`src/rtl/idst_pkg.sv`:
```
package idst_pkg;

    // register byte addresses
    localparam logic [31:0] ADDR_DATA_CMD = 32'h5002_0310;
    localparam logic [31:0] ADDR_SS_HIGH = 32'h5002_0314;
    localparam logic [31:0] ADDR_SS_LOW = 32'h5002_0318;
    localparam logic [31:0] ADDR_FS_HIGH = 32'h5002_031C;
    localparam logic [31:0] ADDR_CTRL = 32'h5002_0340;
    localparam logic [31:0] ADDR_IRQ_STAT = 32'h5002_0344;
    localparam logic [31:0] ADDR_IRQ_MASK = 32'h5002_0348;
    localparam logic [31:0] ADDR_STATUS = 32'h5002_034C;

    // reset values
    localparam logic [15:0] SS_HIGH_RST = 16'h0091;
    localparam logic [15:0] SS_LOW_RST = 16'h00AB;
    localparam logic [15:0] FS_HIGH_RST = 16'h001A;
    localparam logic [2:0] CTRL_RST = 3'h2;

    // smallest stored counts and idle margin
    localparam logic [15:0] HIGH_MIN = 16'h0006;
    localparam logic [15:0] LOW_MIN = 16'h0008;
    localparam logic [15:0] IDLE_MARGIN = 16'h000A;

    // data/command word fields
    localparam int CMD_READ_BIT = 8;
    localparam int CMD_STOP_BIT = 9;

    // control fields: enable, speed mode
    localparam int CTRL_EN_BIT = 0;
    localparam logic [1:0] SPEED_STD = 2'h1;
    localparam logic [1:0] SPEED_FAST = 2'h2;
    localparam logic [1:0] SPEED_HIGH = 2'h3;

    // interrupt status bits
    localparam int IRQ_ABORT = 0;
    localparam int IRQ_RX_DONE = 1;
    localparam int IRQ_STOP = 2;
    localparam int IRQ_W = 3;

    localparam logic [3:0] LAST_BIT = 4'h8;

    typedef enum logic [2:0] {
        ST_IDLE = 3'b000,
        ST_START = 3'b001,
        ST_BIT = 3'b010,
        ST_STOP = 3'b011,
        ST_HOLD = 3'b100
    } idst_state_t;

    typedef struct packed {
        logic psel;
        logic penable;
        logic pwrite;
        logic [31:0] paddr;
        logic [31:0] pwdata;
    } idst_apb_req_t;

endpackage

```
`src/rtl/idst_phase_timer.sv`:
```
`timescale 1ns/100ps
`default_nettype none
module idst_phase_timer (
    input wire logic pclk,
    input wire logic presetn,
    input wire logic ce,
    input wire logic run,
    input wire logic start_low,
    input wire logic [15:0] hcnt,
    input wire logic [15:0] lcnt,
    output logic phase_high,
    output logic phase_end
);
    import idst_pkg::*;

    logic [15:0] cnt_reg, cnt_next;
    logic high_reg, high_next;
    logic [15:0] len;

    // each phase lasts exactly its count in pclk cycles
    assign len = high_reg ? hcnt : lcnt;
    assign phase_end = run && (cnt_reg == len - 16'h0001);
    assign phase_high = high_reg;

    always_comb begin
        cnt_next = cnt_reg;
        high_next = high_reg;
        if (!run) begin
            cnt_next = 16'h0000;
            high_next = !start_low;
        end else if (phase_end) begin
            cnt_next = 16'h0000;
            high_next = !high_reg;
        end else begin
            cnt_next = cnt_reg + 16'h0001;
        end
    end

    always_ff @(posedge pclk or negedge presetn) begin
        if (!presetn) begin
            cnt_reg <= 16'h0000;
            high_reg <= 1'b1;
        end else if (ce) begin
            cnt_reg <= cnt_next;
            high_reg <= high_next;
        end
    end

endmodule
`default_nettype wire

```
`src/rtl/idst_top.sv`:
```
// Overview of operation
// - read command after read request aborts
// - colliding read command discarded, abort raised
// - read command ignores its data byte
// - data register reads received byte
// - standard high count, reset 0x91
// - count writes only while disabled
// - high counts below 6 store 6
// - standard low count below 8 stores 8
// - idle when counter reaches high plus 10
// - standard low count, reset 0xAB
// - fast high count, reset 0x1A
// - high speed uses fast high count
// - command bit one reads, zero writes
// - stop after byte, else go on with a queued command or hold clock low
//
// The APB interface to the registers is this design's own decision.
`timescale 1ns/100ps
`default_nettype none
module idst_top (
    input wire logic pclk,
    input wire logic presetn,
    input wire logic ce,
    input wire idst_pkg::idst_apb_req_t apb_req,
    output logic pready,
    output logic [31:0] prdata,
    output logic pslverr,
    output logic irq,
    input wire logic scl_in,
    output logic scl_out,
    output logic scl_oe,
    input wire logic sda_in,
    output logic sda_out,
    output logic sda_oe,
    input wire logic rd_req_raise,
    input wire logic rd_req_served
);
    import idst_pkg::*;

    function automatic logic [15:0] clamp_min(input logic [15:0] v, input logic [15:0] lim);
        clamp_min = (v < lim) ? lim : v;
    endfunction

    function automatic logic addr_hit(input logic [31:0] a);
        addr_hit = (a == ADDR_DATA_CMD) || (a == ADDR_SS_HIGH) || (a == ADDR_SS_LOW) ||
            (a == ADDR_FS_HIGH) || (a == ADDR_CTRL) || (a == ADDR_IRQ_STAT) ||
            (a == ADDR_IRQ_MASK) || (a == ADDR_STATUS);
    endfunction

    // register group
    logic pready_reg, pready_next;
    logic [31:0] prdata_reg, prdata_next;
    logic pslverr_reg, pslverr_next;
    logic irq_reg, irq_next;
    logic [15:0] ss_h_reg, ss_h_next, ss_l_reg, ss_l_next, fs_h_reg, fs_h_next;
    logic [2:0] ctrl_reg, ctrl_next;
    logic [IRQ_W-1:0] istat_reg, istat_next, imask_reg, imask_next;
    logic rd_pend_reg, rd_pend_next;
    logic cmd_valid_reg, cmd_valid_next, cmd_read_reg, cmd_read_next, cmd_stop_reg, cmd_stop_next;
    logic [7:0] cmd_byte_reg, cmd_byte_next, rx_byte_reg, rx_byte_next;
    // engine group
    idst_state_t state_reg, state_next;
    logic [3:0] bit_cnt_reg, bit_cnt_next;
    logic [7:0] shift_reg, shift_next;
    logic cur_read_reg, cur_read_next, cur_stop_reg, cur_stop_next;
    logic scl_oe_reg, scl_oe_next, sda_oe_reg, sda_oe_next;
    logic take, rx_evt, stop_evt;
    // line sampling group
    logic scl_s1_reg, scl_s2_reg, sda_s1_reg, sda_s2_reg;
    logic [15:0] idle_cnt_reg, idle_cnt_next;
    logic bus_idle_reg, bus_idle_next;

    logic rd_phase, wr_acc, dc_wr, enabled;
    logic [15:0] hcnt_sel, idle_limit;
    logic tm_high, tm_end, tm_run, tm_hold;

    assign rd_phase = apb_req.psel && apb_req.penable && !pready_reg;
    assign wr_acc = apb_req.psel && apb_req.penable && pready_reg && apb_req.pwrite;
    assign dc_wr = wr_acc && (apb_req.paddr == ADDR_DATA_CMD);
    assign enabled = ctrl_reg[CTRL_EN_BIT];
    assign idle_limit = ss_h_reg + IDLE_MARGIN;
    // fast high count serves every speed mode except standard, including high speed
    assign hcnt_sel = (ctrl_reg[2:1] == SPEED_STD) ? ss_h_reg : fs_h_reg;
    assign tm_run = (state_reg != ST_IDLE) && (state_reg != ST_HOLD);
    assign tm_hold = (state_reg == ST_HOLD);

    idst_phase_timer u_timer (
        .pclk(pclk),
        .presetn(presetn),
        .ce(ce),
        .run(tm_run),
        .start_low(tm_hold),
        .hcnt(hcnt_sel),
        .lcnt(ss_l_reg),
        .phase_high(tm_high),
        .phase_end(tm_end)
    );

    always_comb begin
        pready_next = apb_req.psel && apb_req.penable && !pready_reg;
        pslverr_next = rd_phase && !addr_hit(apb_req.paddr);
        prdata_next = 32'h0000_0000;
        ss_h_next = ss_h_reg;
        ss_l_next = ss_l_reg;
        fs_h_next = fs_h_reg;
        ctrl_next = ctrl_reg;
        imask_next = imask_reg;
        istat_next = istat_reg;
        cmd_valid_next = cmd_valid_reg && !take;
        cmd_read_next = cmd_read_reg;
        cmd_stop_next = cmd_stop_reg;
        cmd_byte_next = cmd_byte_reg;
        rx_byte_next = rx_byte_reg;
        rd_pend_next = rd_pend_reg;
        if (rd_phase && !apb_req.pwrite) begin
            case (apb_req.paddr)
                ADDR_DATA_CMD: prdata_next = {24'h00_0000, rx_byte_reg};
                ADDR_SS_HIGH: prdata_next = {16'h0000, ss_h_reg};
                ADDR_SS_LOW: prdata_next = {16'h0000, ss_l_reg};
                ADDR_FS_HIGH: prdata_next = {16'h0000, fs_h_reg};
                ADDR_CTRL: prdata_next = {29'h0000_0000, ctrl_reg};
                ADDR_IRQ_STAT: prdata_next = {29'h0000_0000, istat_reg};
                ADDR_IRQ_MASK: prdata_next = {29'h0000_0000, imask_reg};
                ADDR_STATUS: prdata_next = {28'h000_0000, rd_pend_reg, tm_run, cmd_valid_reg, bus_idle_reg};
                default: prdata_next = 32'h0000_0000;
            endcase
        end
        if (wr_acc) begin
            case (apb_req.paddr)
                ADDR_SS_HIGH: if (!enabled) ss_h_next = clamp_min(apb_req.pwdata[15:0], HIGH_MIN);
                ADDR_SS_LOW: if (!enabled) ss_l_next = clamp_min(apb_req.pwdata[15:0], LOW_MIN);
                ADDR_FS_HIGH: if (!enabled) fs_h_next = clamp_min(apb_req.pwdata[15:0], HIGH_MIN);
                ADDR_CTRL: ctrl_next = apb_req.pwdata[2:0];
                ADDR_IRQ_STAT: istat_next = istat_reg & ~apb_req.pwdata[IRQ_W-1:0];
                ADDR_IRQ_MASK: imask_next = apb_req.pwdata[IRQ_W-1:0];
                default: ;
            endcase
        end
        if (dc_wr) begin
            if (apb_req.pwdata[CMD_READ_BIT] && rd_pend_reg) begin
                // pending remote read request wins: command dropped
                istat_next[IRQ_ABORT] = 1'b1;
            end else if (!cmd_valid_reg || take) begin
                cmd_valid_next = 1'b1;
                cmd_read_next = apb_req.pwdata[CMD_READ_BIT];
                cmd_stop_next = apb_req.pwdata[CMD_STOP_BIT];
                cmd_byte_next = apb_req.pwdata[CMD_READ_BIT] ? 8'h00 : apb_req.pwdata[7:0];
            end
        end
        if (rx_evt) begin
            rx_byte_next = shift_reg;
            istat_next[IRQ_RX_DONE] = 1'b1;
        end
        if (stop_evt) begin
            istat_next[IRQ_STOP] = 1'b1;
        end
        if (rd_req_served) begin
            rd_pend_next = 1'b0;
        end
        if (rd_req_raise) begin
            rd_pend_next = 1'b1;
        end
        irq_next = |(istat_reg & imask_reg);
    end

    always_ff @(posedge pclk or negedge presetn) begin
        if (!presetn) begin
            pready_reg <= 1'b0;
            prdata_reg <= 32'h0000_0000;
            pslverr_reg <= 1'b0;
            irq_reg <= 1'b0;
            ss_h_reg <= SS_HIGH_RST;
            ss_l_reg <= SS_LOW_RST;
            fs_h_reg <= FS_HIGH_RST;
            ctrl_reg <= CTRL_RST;
            istat_reg <= '0;
            imask_reg <= '0;
            rd_pend_reg <= 1'b0;
            cmd_valid_reg <= 1'b0;
            cmd_read_reg <= 1'b0;
            cmd_stop_reg <= 1'b0;
            cmd_byte_reg <= 8'h00;
            rx_byte_reg <= 8'h00;
        end else if (ce) begin
            pready_reg <= pready_next;
            prdata_reg <= prdata_next;
            pslverr_reg <= pslverr_next;
            irq_reg <= irq_next;
            ss_h_reg <= ss_h_next;
            ss_l_reg <= ss_l_next;
            fs_h_reg <= fs_h_next;
            ctrl_reg <= ctrl_next;
            istat_reg <= istat_next;
            imask_reg <= imask_next;
            rd_pend_reg <= rd_pend_next;
            cmd_valid_reg <= cmd_valid_next;
            cmd_read_reg <= cmd_read_next;
            cmd_stop_reg <= cmd_stop_next;
            cmd_byte_reg <= cmd_byte_next;
            rx_byte_reg <= rx_byte_next;
        end
    end

    // master byte engine: start, 8 data bits plus acknowledge, stop or stall
    always_comb begin
        state_next = state_reg;
        bit_cnt_next = bit_cnt_reg;
        shift_next = shift_reg;
        cur_read_next = cur_read_reg;
        cur_stop_next = cur_stop_reg;
        sda_oe_next = sda_oe_reg;
        scl_oe_next = !tm_high;
        take = 1'b0;
        rx_evt = 1'b0;
        stop_evt = 1'b0;
        case (state_reg)
            ST_IDLE: begin
                scl_oe_next = 1'b0;
                sda_oe_next = 1'b0;
                if (enabled && cmd_valid_reg) begin
                    take = 1'b1;
                    state_next = ST_START;
                    sda_oe_next = 1'b1;
                end
            end
            ST_START: begin
                if (tm_end) begin
                    state_next = ST_BIT;
                end
            end
            ST_BIT: begin
                // sda moves one cycle after scl has fallen, never with it
                if (!tm_high && scl_oe_reg) begin
                    if (bit_cnt_reg != LAST_BIT) begin
                        sda_oe_next = !cur_read_reg && !shift_reg[7];
                    end else begin
                        sda_oe_next = cur_read_reg && !cur_stop_reg;
                    end
                end
                if (tm_high && tm_end) begin
                    if (bit_cnt_reg != LAST_BIT) begin
                        shift_next = {shift_reg[6:0], sda_s2_reg};
                        bit_cnt_next = bit_cnt_reg + 4'h1;
                    end else begin
                        rx_evt = cur_read_reg;
                        if (cur_stop_reg) begin
                            state_next = ST_STOP;
                        end else if (enabled && cmd_valid_reg) begin
                            take = 1'b1;
                        end else begin
                            state_next = ST_HOLD;
                        end
                    end
                end
            end
            ST_STOP: begin
                if (scl_oe_reg) begin
                    sda_oe_next = 1'b1;
                end
                if (tm_high && tm_end) begin
                    state_next = ST_IDLE;
                    sda_oe_next = 1'b0;
                    stop_evt = 1'b1;
                end
            end
            ST_HOLD: begin
                scl_oe_next = 1'b1;
                if (!enabled) begin
                    state_next = ST_IDLE;
                end else if (cmd_valid_reg) begin
                    take = 1'b1;
                    state_next = ST_BIT;
                end
            end
            default: state_next = ST_IDLE;
        endcase
        if (take) begin
            bit_cnt_next = 4'h0;
            shift_next = cmd_byte_reg;
            cur_read_next = cmd_read_reg;
            cur_stop_next = cmd_stop_reg;
        end
    end

    always_ff @(posedge pclk or negedge presetn) begin
        if (!presetn) begin
            state_reg <= ST_IDLE;
            bit_cnt_reg <= 4'h0;
            shift_reg <= 8'h00;
            cur_read_reg <= 1'b0;
            cur_stop_reg <= 1'b0;
            scl_oe_reg <= 1'b0;
            sda_oe_reg <= 1'b0;
        end else if (ce) begin
            state_reg <= state_next;
            bit_cnt_reg <= bit_cnt_next;
            shift_reg <= shift_next;
            cur_read_reg <= cur_read_next;
            cur_stop_reg <= cur_stop_next;
            scl_oe_reg <= scl_oe_next;
            sda_oe_reg <= sda_oe_next;
        end
    end

    // bus idle detector on synchronised lines
    always_comb begin
        idle_cnt_next = 16'h0000;
        if (scl_s2_reg && sda_s2_reg) begin
            // a lowered limit must not let the counter run on and wrap
            idle_cnt_next = (idle_cnt_reg >= idle_limit) ? idle_cnt_reg : idle_cnt_reg + 16'h0001;
        end
        bus_idle_next = (idle_cnt_reg >= idle_limit);
    end

    always_ff @(posedge pclk or negedge presetn) begin
        if (!presetn) begin
            scl_s1_reg <= 1'b1;
            scl_s2_reg <= 1'b1;
            sda_s1_reg <= 1'b1;
            sda_s2_reg <= 1'b1;
            idle_cnt_reg <= 16'h0000;
            bus_idle_reg <= 1'b0;
        end else if (ce) begin
            scl_s1_reg <= scl_in;
            scl_s2_reg <= scl_s1_reg;
            sda_s1_reg <= sda_in;
            sda_s2_reg <= sda_s1_reg;
            idle_cnt_reg <= idle_cnt_next;
            bus_idle_reg <= bus_idle_next;
        end
    end

    assign pready = pready_reg;
    assign prdata = prdata_reg;
    assign pslverr = pslverr_reg;
    assign irq = irq_reg;
    assign scl_oe = scl_oe_reg;
    assign sda_oe = sda_oe_reg;
    assign scl_out = 1'b0;
    assign sda_out = 1'b0;
endmodule
`default_nettype wire

```
`config.mk`:
```
export PLATFORM = sky130hd
export DESIGN_NAME = idst_top
export DESIGN_NICKNAME = d
export VERILOG_FILES = /design/src/rtl/idst_pkg.sv /design/src/rtl/idst_phase_timer.sv /design/src/rtl/idst_top.sv
export SDC_FILE = /design/constraint.sdc
export NUM_CORES = 1
export LEC_CHECK = 0
export BUFFER_PORTS_ARGS = -buffer_cell sky130_fd_sc_hd__buf_2
export CORE_ASPECT_RATIO = 0.5
export CORE_MARGIN = 3
export CORE_UTILIZATION = 30
export CTS_CLUSTER_DIAMETER = 80
export DETAILED_ROUTE_END_ITERATION = 8
export GPL_TIMING_DRIVEN = 0
export HOLD_SLACK_MARGIN = 0.03
export MAX_ROUTING_LAYER = met4
export PLACE_DENSITY = 0.55
export SETUP_SLACK_MARGIN = 0.4
export SYNTH_ARGS = -nofsm -noshare
export SYNTH_HDL_FRONTEND = slang
export SYNTH_HIERARCHICAL = 1
export SYNTH_SLANG_ARGS = --single-unit
```
`constraint.sdc`:
```
create_clock -name pclk -period 9.5 [get_ports pclk]
set_input_delay 1.9 -clock pclk [delete_from_list [all_inputs] [get_ports pclk]]
set_output_delay 1.9 -clock pclk [all_outputs]
set_load 0.01 [all_outputs]
```
==> results.py, run 1 <==
metrics = {
    "timing": {
        "fin_tns_setup_ns": 0,
        "rsz0062_at_grt": "no",
        "post-route-period-util": 0.658,
        "setup_viol": 0,
        "finalMaxSlewViolations": 0,
        "clock_skew_ns": 0.0119,
        "fmax_ghz": 0.160,
        "period_minus_slack_ns": 6.25,
        "hold_viol": 0,
        "worstMarginPinSlew_ns": 0.852,
        "relSlewSlack": 0.425,
    },
    "placed_design": {
        "portBuffers": 78,
        "gp_congestion": 0.905,
        "dp_hpwl_um": 19800,
    },
    "detailed_routing": {
        "via_count": 7374,
        "drt_pre_antenna_iters": 5,
        "drt_wl_total_um": 26100,
        "via_per_inst": 5.23,
        "post_drt_wl_per_cell_um": 18.5,
        "drc_errors": 0,
        "drt-initial-drc-count": 614,
        "antenna_left": 0,
    },
    "logic_synthesis": {
        "synth_seq_area_share": 0.416,
        "synth-simple-area-share": 0.171,
        "synth_top_family_by_area": "simple AND/OR/NAND/NOR gates",
        "synth_top_cell_area_share": 0.367,
        "synth_most_common_cell": "dfrtp_1",
        "synth_top_flop_cell": "dfrtp_1",
        "synthCells": 892,
        "ys_types": 77,
        "synthTopCellsByCount": "136 x dfrtp_1, 84 x mux2_2, 70 x nand2_1, 46 x nor2_1, 42 x a21oi_1",
        "synth_xor_area_frac": 0.0473,
        "synth_adder_area_share": 0.0297,
        "yosys_register_bits": 153,
        "synth_compound_area_frac": 0.135,
        "synth_area_um2": 9260,
        "synth_top_area_cell": "dfrtp_1",
        "synthTopCellsByArea": "dfrtp_1 37%, mux2_2 10%, dfstp_2 4.8%",
        "synthMuxAreaShare": 0.152,
        "ys_warn_count": 6,
        "synth_area_per_cell_um2": 10.4,
        "synth-edff-count": 0,
        "ys_async_sr_fraction": 1.00,
    },
    "worst_setup_path": {
        "r2r-end": "shift_reg[5]",
        "crit_type": "reg -> reg",
        "crit_end": "shift_reg[5]",
        "crit_path_start": "ctrl_reg[1]",
        "reg2reg_slack_ns": 3.25,
        "path_max_fanout": 10,
        "crit_path_end_kind": "register",
        "r2r_start": "ctrl_reg[1]",
        "start_kind": "register",
        "required_ns": 9.78,
        "arrival_ns": 6.53,
        "r2r_cells": 18,
    },
    "floorplan": {
        "die_w_um": 255,
        "initial_utilization": 0.312,
        "pin_count": 113,
        "core_um2": 29700,
        "die_y_um": 130,
        "rows": 44,
        "die_area_um2": 33200,
    },
    "pwr": {
        "power_density_nw_per_um2": 138,
        "ir_worst_vdd_v": 0.000128,
        "power.leakage_nw": 4.78,
    },
    "clocking": {
        "cts_sinks": 153,
        "htree_levels": 4,
        "numCtsBuffers": 17,
        "post_cts_buffers": 0,
        "cts_resized": 0,
        "clock_path_buffers": 2,
        "clk_latency_ns": 0.44,
        "cts_tree": "yes",
        "hold_buffers": 0,
        "cts-root-buf": "clkbuf_16",
        "cts.clk_slew.worst_paths_ns": 0.07,
    },
    "layout": {
        "fin_util": 0.366,
        "nNetsFinal": 1103,
        "n_antenna_cell": 0,
        "nFillCells": 2962,
        "areaGrowthSynthToFinish_pct": 17.1,
        "drive_above_1_share": 0.277,
    },
    "grt": {
        "overflow": 0,
        "grtUsageTotal": 0.166,
        "grt_antenna_before_repair": 1,
        "grt_max_degree": 79,
        "grt_pass1_vias": 7179,
        "grt_pass1_wl_um": 40900,
    },
    "hold_path": {
        "min_path_type": "reg -> reg",
        "min_path_cells": 1,
    },
    "job": {
        "max-cap-violations": 0,
    },
    "outcome": {
        "outcome": "finished clean",
    },
}
==> routing by layer <==
layer / track usage / vias up / wire [um]
met2: 0.259 / 191 / 11900
met5: - / - / 0
met3: 0.0364 / 13 / 1530
met1: 0.221 / 3667 / 12400
met4: 0.0387 / 0 / 225
li1: - / 3503 / -
==> stage by stage <==
step	cell area, um2	hold slack (ns)	cells	total power, mW	setup WS (ns)
3_3_place_gp	10200	0.470	1378	0.793	3.34
6_report	10800	0.487	1411	1.49	3.25
4_1_cts	10800	0.492	1411	1.51	3.28
5_1_grt	10800	0.498	1411	1.55	2.68
3_5_place_dp	10200	0.473	1379	0.797	3.27
2_1_floorplan	9330	0.461	909	0.740	4.81
==> kinds of logic after synthesis <==
kind of cell    after synthesis
other cells                   1
flops                       153
fa+ha+maj                    22
buf+inv                      81
xor+xnor                     50
compound gates              177
simple gates                286
mux                         122
==> cell usage in the layout (no fill, tap or decap), types with 25 or more instances in the layout <==
master	netlist	layout
buf_2	7	84
nand2_1	70	70
xor2_1	32	32
o21ai_0	35	35
nor2_1	46	46
dfrtp_1	136	136
mux2i_1	27	27
mux2_2	84	84
nor3_1	25	25
a21oi_1	42	42
==> layout make-up <==
cell class	instances	area (um2)	area share
timing repair buffer	79	428	0.0395
sequential	153	3850	0.355
inverter	21	78.8	0.00727
tap	391	489	0.0451
buffer	60	378	0.0348
clock buffer	19	443	0.0408
multi-input combinational	675	5020	0.463
clock inverter	13	159	0.0146
==> power breakdown <==
part / switching, mW / internal [mW] / total [mW]
clock network: 0.308 / 0.403 / 0.711
logic: 0.0757 / 0.0427 / 0.118
registers: 0.00614 / 0.659 / 0.665
==> worst min path at each step <==
stage | start | endpoint
4_1_cts | prdata[11] | prdata[11]
6_report | prdata[14] | prdata[14]
3_5_place_dp | prdata[10] | prdata[10]
3_3_place_gp | prdata[10] | prdata[10]
2_1_floorplan | fs_h_reg[0] | fs_h_reg[0]
5_1_grt | prdata[11] | prdata[11]
==> worst max-delay path: stages, from the launching register on <==
cell       delay [ns]
dfstp_2          0.55
nor2b_1          0.13
clkbuf_1         0.44
buf_1            0.58
mux2_2           0.45
nor4b_2          0.44
nor2_1           0.13
nor4_1           0.36
nand3_1          0.15
a2111oi_0        0.43
nand4b_1         0.20
nor2_1           0.51
nand2_1          0.21
o41a_1           0.42
nor3_1           0.29
a21oi_1          0.30
clkbuf_1         0.29
nand2_1          0.11
o21ai_0          0.08
No activity file was read; power rests on OpenSTA's default activity.
==> run 2: changes to the inputs <==
--- a/config.mk
+++ b/config.mk
@@ -5,6 +5,7 @@
 export SDC_FILE = /design/constraint.sdc
 export NUM_CORES = 1
 export LEC_CHECK = 0
+export ABC_AREA = 1
 export BUFFER_PORTS_ARGS = -buffer_cell sky130_fd_sc_hd__buf_2
 export CORE_ASPECT_RATIO = 0.5
 export CORE_MARGIN = 3
@@ -14,7 +15,7 @@
 export GPL_TIMING_DRIVEN = 0
 export HOLD_SLACK_MARGIN = 0.03
 export MAX_ROUTING_LAYER = met4
-export PLACE_DENSITY = 0.55
+export PLACE_DENSITY = 0.56
 export SETUP_SLACK_MARGIN = 0.4
 export SYNTH_ARGS = -nofsm -noshare
 export SYNTH_HDL_FRONTEND = slang
==> constraint.sdc (replaced) <==
create_clock -name pclk -period 5.71 [get_ports pclk]
set_input_delay 1.142 -clock pclk [delete_from_list [all_inputs] [get_ports pclk]]
set_output_delay 1.142 -clock pclk [all_outputs]
set_load 0.01 [all_outputs]
==> results.py, run 2 <==
metrics = {
    "outcome": {
        "outcome": "finished clean",
    },
    "worst_setup_path": {
        "reg2reg_slack_ns": 1.55,
        "crit_type": "reg -> reg",
        "critPathBufInv": 3,
        "r2r_start": "ctrl_reg[2]",
        "start_kind": "register",
        "cp_top_family": "simple AND/OR/NAND/NOR gates",
        "arrival_ns": 4.48,
        "r2r-end": "rx_byte_reg[7]",
        "critPathSlowestCell": "clkbuf_1",
        "crit_path_end_kind": "register",
        "critPathMostFrequentCell": "nand2_1",
        "path_max_fanout": 10,
        "r2r_cells": 21,
        "critPathMaxStageDelay_ns": 0.44,
        "crit_chain": "inv_1 -> nand2_1 -> clkbuf_1 -> o21ai_0 -> nand2_1 -> o21ai_0 -> nor2_1 -> nand2_1 -> nor2_2 -> nand2_1 -> nand2_1 -> nand3_1 -> nor2_1 -> nand2_2 -> nor2_1 -> nand2_1 -> nor2_1 -> nand3_1 -> clkbuf_1 -> nand2_1 -> o21ai_0",
        "required_ns": 6.03,
    },
    "timing": {
        "fmax_ghz": 0.240,
        "setup_viol": 0,
        "fin_tns_setup_ns": 0,
        "worstMarginPinSlew_ns": 1.02,
        "rsz0062_at_grt": "no",
        "period_minus_slack_ns": 4.16,
        "post-route-period-util": 0.729,
        "relSlewSlack": 0.313,
        "clock_skew_ns": 0.00902,
        "hold_viol": 0,
        "worst_hold_slack_ns": 0.465,
        "finalMaxSlewViolations": 0,
    },
    "detailed_routing": {
        "antenna_left": 0,
        "top_layer_used": "met4",
        "drt_wl_total_um": 29900,
        "drt-initial-drc-count": 679,
        "routed-wl-met3_um": 1620,
        "drt_pre_antenna_iters": 5,
        "met1Wirelength_um": 14800,
        "via_count": 9284,
        "drc_errors": 0,
        "post_drt_wl_per_cell_um": 15.2,
        "via_per_inst": 4.71,
        "wl_met2_um": 12900,
    },
    "pwr": {
        "ir_worst_vdd_v": 0.000229,
        "power_density_nw_per_um2": 215,
        "power.leakage_nw": 5.73,
    },
    "clocking": {
        "cts-root-buf": "clkbuf_16",
        "clock_path_buffers": 2,
        "hold_buffers": 0,
        "numCtsBuffers": 17,
        "cts_tree": "yes",
        "clk_latency_ns": 0.45,
        "cts_resized": 0,
        "htree_levels": 4,
        "post_cts_buffers": 0,
        "cts.clk_slew.worst_paths_ns": 0.07,
        "cts_sinks": 153,
    },
    "floorplan": {
        "die_area_um2": 36000,
        "pin_count": 113,
        "die_w_um": 265,
        "core_um2": 32300,
        "die_y_um": 136,
        "rows": 46,
        "initial_utilization": 0.311,
    },
    "placed_design": {
        "gp_congestion": 0.882,
        "dp_hpwl_um": 22900,
        "portBuffers": 78,
    },
    "logic_synthesis": {
        "ys_async_sr_fraction": 1.00,
        "synth_most_common_cell": "nand2_1",
        "ys_types": 44,
        "synth_area_um2": 10100,
        "synthTopCellsByCount": "462 x nand2_1, 150 x inv_1, 136 x dfrtp_1, 123 x nand3_1, 111 x nor2_1",
        "ys_warn_count": 6,
        "synth_top_area_cell": "dfrtp_1",
        "synthTopCellsByArea": "dfrtp_1 34%, nand2_1 17%, nand3_1 6.1%",
        "synth_top_flop_cell": "dfrtp_1",
        "synth_area_per_cell_um2": 7.14,
        "synth_seq_area_share": 0.382,
        "yosys_register_bits": 153,
        "synthCells": 1412,
        "synth-edff-count": 0,
        "synth_top_cell_area_share": 0.338,
    },
    "layout": {
        "layout_common_cells": "462 x nand2_1, 150 x inv_1, 136 x dfrtp_1",
        "areaGrowthSynthToFinish_pct": 16.2,
        "multi_input_area_um2": 5300,
        "n_antenna_cell": 0,
        "nFillCells": 3504,
        "drive_above_1_share": 0.163,
        "nNetsFinal": 1623,
        "layout_commonest_cell": "nand2_1",
        "seq_area_um2": 3850,
    },
    "grt": {
        "grt_pass1_vias": 8607,
        "grt_max_degree": 85,
        "grtUsageTotal": 0.176,
        "overflow": 0,
        "grt_pass1_wl_um": 47800,
        "grt_antenna_before_repair": 0,
    },
    "job": {
        "max-cap-violations": 0,
    },
    "hold_path": {
        "min_path_cells": 2,
        "min_path_type": "reg -> reg",
        "hp-start": "scl_s2_reg",
        "min_to": "scl_s2_reg",
    },
}
[run 2: worst reg2reg max path, delay by kind of cell (launching register included)]
kind	cells	cell delay, ns
AO/OA/AOI/OAI	3	0.49
flip-flops	1	0.40
buffers and inverters	3	0.79
AND/OR/NAND/NOR	15	2.38
[run 2: layer usage]
layer  up-vias  GRT usage
met3        42     0.0323
met5         -          -
met2       228      0.260
met1      4307      0.246
met4         0     0.0526
li1       4707          -
[run 2: logic make-up after synthesis]
kind of cell,Yosys count,share of synthesized area
AOI/OAI and AO/OA,181,0.100
other,1,0.000372
adders and majority gates,22,0.0273
DFF,153,0.382
xor gates and xnor gates,43,0.0374
muxes,8,0.00894
and+or+nand+nor,793,0.346
buffers and inverters,211,0.0977
[run 2: per-stage QoR]
step | worst slack [ns] | instance area, um2 | total power [mW] | instances | utilization
floorplan | 2.56 | 10100 | 1.24 | 1429 | -
global placement | 1.03 | 11100 | 1.33 | 1939 | 0.342
detailed placement | 1.64 | 11100 | 1.33 | 1940 | 0.343
CTS | 1.63 | 11700 | 2.54 | 1972 | 0.362
global route | 1.12 | 11700 | 2.61 | 1972 | 0.362
finish | 1.55 | 11700 | 2.51 | 1972 | 0.362
[run 2: report_power, final]
part	leakage (nW)	total, mW	internal [mW]	switching [mW]
sequential	2.00	1.10	1.09	0.00653
clock	0.294	1.20	0.721	0.480
combinational	3.44	0.211	0.0663	0.145
total	5.73	2.51	1.88	0.631
[run 2: layout make-up]
cell class              count  area share
repair buffers             79      0.0365
multi-input cells        1065       0.453
clock inverters             8      0.0104
inverters                 152      0.0487
plain buffers              59      0.0354
well taps                 432      0.0462
clock buffers              24      0.0411
flip-flops and latches    153       0.329
[run 2: worst max-delay path by stage]
| stage | cells past startpoint | slack (ns) | from | end |
|---|---|---|---|---|
| after floorplan | 22 | 2.56 | ctrl_reg[1] | rx_byte_reg[6] |
| after global placement | 1 | 1.03 | presetn | idle_cnt_reg[14] |
| after detailed placement | 21 | 1.64 | ctrl_reg[1] | rx_byte_reg[7] |
| after CTS | 21 | 1.63 | ctrl_reg[1] | rx_byte_reg[7] |
| after global routing | 20 | 1.12 | ctrl_reg[1] | rx_byte_reg[0] |
| final | 21 | 1.55 | ctrl_reg[2] | rx_byte_reg[7] |
==> run 3: changes to the inputs <==
--- a/config.mk
+++ b/config.mk
@@ -5,7 +5,7 @@
 export SDC_FILE = /design/constraint.sdc
 export NUM_CORES = 1
 export LEC_CHECK = 0
-export ABC_AREA = 1
+export ABC_AREA = 0
 export BUFFER_PORTS_ARGS = -buffer_cell sky130_fd_sc_hd__buf_2
 export CORE_ASPECT_RATIO = 0.5
 export CORE_MARGIN = 3
@@ -15,7 +15,7 @@
 export GPL_TIMING_DRIVEN = 0
 export HOLD_SLACK_MARGIN = 0.03
 export MAX_ROUTING_LAYER = met4
-export PLACE_DENSITY = 0.56
+export PLACE_DENSITY = 0.55
 export SETUP_SLACK_MARGIN = 0.4
 export SYNTH_ARGS = -nofsm -noshare
 export SYNTH_HDL_FRONTEND = slang
==> constraint.sdc (replaced) <==
create_clock -name pclk -period 4 [get_ports pclk]
set_input_delay 0.8 -clock pclk [delete_from_list [all_inputs] [get_ports pclk]]
set_output_delay 0.8 -clock pclk [all_outputs]
set_load 0.01 [all_outputs]
==> results.py, run 3 (synthesis results as in run 1) <==
metrics = {
    "detailed_routing": {
        "drt_wl_total_um": 28000,
        "wl_met2_um": 13000,
        "antenna_left": 0,
        "via_count": 7685,
        "post_drt_wl_per_cell_um": 19.3,
        "drc_errors": 0,
        "routed-wl-met3_um": 1520,
        "drt_pre_antenna_iters": 5,
        "top_layer_used": "met4",
        "via_per_inst": 5.28,
        "met1Wirelength_um": 13000,
        "drt-initial-drc-count": 666,
    },
    "worst_setup_path": {
        "r2r_start": "ctrl_reg[1]",
        "critPathMaxStageDelay_ns": 0.54,
        "path_max_fanout": 9,
        "start_kind": "register",
        "critPathMostFrequentCell": "buf_4",
        "r2r_cells": 19,
        "cp_top_family": "simple AND/OR/NAND/NOR gates",
        "reg2reg_slack_ns": -0.65,
        "critPathBufInv": 6,
        "crit_type": "reg -> reg",
        "crit_chain": "nor2b_4 -> buf_8 -> buf_12 -> mux2_4 -> nor4b_4 -> o22ai_2 -> nor4bb_1 -> or4b_1 -> nor2_1 -> nand4b_1 -> nor2_4 -> buf_4 -> buf_4 -> buf_4 -> buf_4 -> o21ai_0 -> a32oi_1 -> o311ai_4 -> mux2_2",
        "required_ns": 4.32,
        "critPathSlowestCell": "dfstp_2",
        "arrival_ns": 4.97,
        "r2r-end": "state_reg[0]",
        "crit_path_end_kind": "register",
    },
    "pwr": {
        "ir_worst_vdd_v": 0.000273,
        "power.leakage_nw": 5.07,
        "power_density_nw_per_um2": 298,
    },
    "timing": {
        "worst_hold_slack_ns": 0.398,
        "setup_ws_ns": -0.652,
        "rsz0062_at_grt": "yes",
        "setup_viol": 38,
        "hold_viol": 0,
        "worstMarginPinSlew_ns": 1.07,
        "clock_skew_ns": 0.0127,
        "fmax_ghz": 0.215,
        "relSlewSlack": 0.281,
        "period_minus_slack_ns": 4.65,
        "finalMaxSlewViolations": 0,
        "post-route-period-util": 1.16,
    },
    "clocking": {
        "cts_sinks": 153,
        "clock_path_buffers": 2,
        "cts_tree": "yes",
        "clk_latency_ns": 0.44,
        "numCtsBuffers": 17,
        "cts.clk_slew.worst_paths_ns": 0.07,
        "cts-root-buf": "clkbuf_16",
        "htree_levels": 4,
    },
    "layout": {
        "multi_input_area_um2": 5410,
        "layout_commonest_cell": "dfrtp_1",
        "nNetsFinal": 1147,
        "seq_area_um2": 3850,
        "drive_above_1_share": 0.344,
        "n_antenna_cell": 0,
        "areaGrowthSynthToFinish_pct": 25.4,
        "nFillCells": 2821,
        "layout_common_cells": "136 x dfrtp_1, 82 x buf_2, 76 x mux2_2",
    },
    "grt": {
        "grt_antenna_before_repair": 0,
        "grt_pass1_wl_um": 43300,
        "grt_max_degree": 85,
        "grt_pass1_vias": 7647,
        "grtUsageTotal": 0.176,
        "overflow": 0,
    },
    "outcome": {
        "outcome": "complete, but fails checks",
        "violations": "negative setup slack",
    },
    "floorplan": {
        "rows": 44,
        "die_y_um": 130,
        "initial_utilization": 0.312,
        "pin_count": 113,
        "die_area_um2": 33200,
        "die_w_um": 255,
        "core_um2": 29700,
    },
    "placed_design": {
        "gp_congestion": 0.878,
        "post-place-ws_ns": -0.966,
        "dp_hpwl_um": 20200,
        "portBuffers": 78,
    },
    "job": {
        "max-cap-violations": 0,
    },
    "hold_path": {
        "min_path_type": "in -> async",
    },
}
-- run 3: metal layers --
layer / vias up / track usage
met3: 38 / 0.0347
met1: 3827 / 0.231
met4: 0 / 0.0454
li1: 3605 / -
met2: 215 / 0.281
met5: - / -
-- run 3: cell type report --
class	instances	area share
tap	391	0.0421
buffer	60	0.0401
timing repair buffer	122	0.0671
sequential	153	0.331
clock buffer	20	0.0376
clock inverter	12	0.0100
multi-input combinational	676	0.465
inverter	21	0.00678
-- run 3: what timing repair did --
item | CTS | global route
buffers inserted | 24 | 16
hold buffers | 0 | 0
gates cloned | 4 | 0
resized for setup | 39 | 35
pin swaps | 17 | 24
setup endpoints to repair | 65 | 67
-- run 3: per-stage QoR --
stage	cell area [um2]	utilization	instances	power, mW	TNS, ns
2_1_floorplan	9460	-	909	1.76	-2.15
3_3_place_gp	10300	0.348	1378	1.89	-58.36
3_5_place_dp	10400	0.350	1379	1.90	-30.84
4_1_cts	11300	0.382	1439	3.48	-22.70
5_1_grt	11600	0.392	1455	3.60	-29.38
6_report	11600	0.392	1455	3.46	-21.31
-- run 3: power by group --
group          total (mW)  switching [mW]  internal (mW)  leakage [nW]
Clock                1.57           0.702          0.863         0.265
Combinational       0.315           0.199          0.115          2.74
Sequential           1.58          0.0120           1.57          2.07
-- run 3: worst max path at each step --
| stage | end | depth (start not counted) | startpoint |
|---|---|---|---|
| floorplan | cmd_byte_reg[0] | 18 | u_timer/phase_high |
| global placement | shift_reg[5] | 20 | u_timer/phase_high |
| detailed placement | shift_reg[1] | 20 | u_timer/phase_high |
| CTS | cur_read_reg | 19 | ctrl_reg[1] |
| global route | shift_reg[1] | 20 | ctrl_reg[1] |
| finish | state_reg[0] | 19 | ctrl_reg[1] |
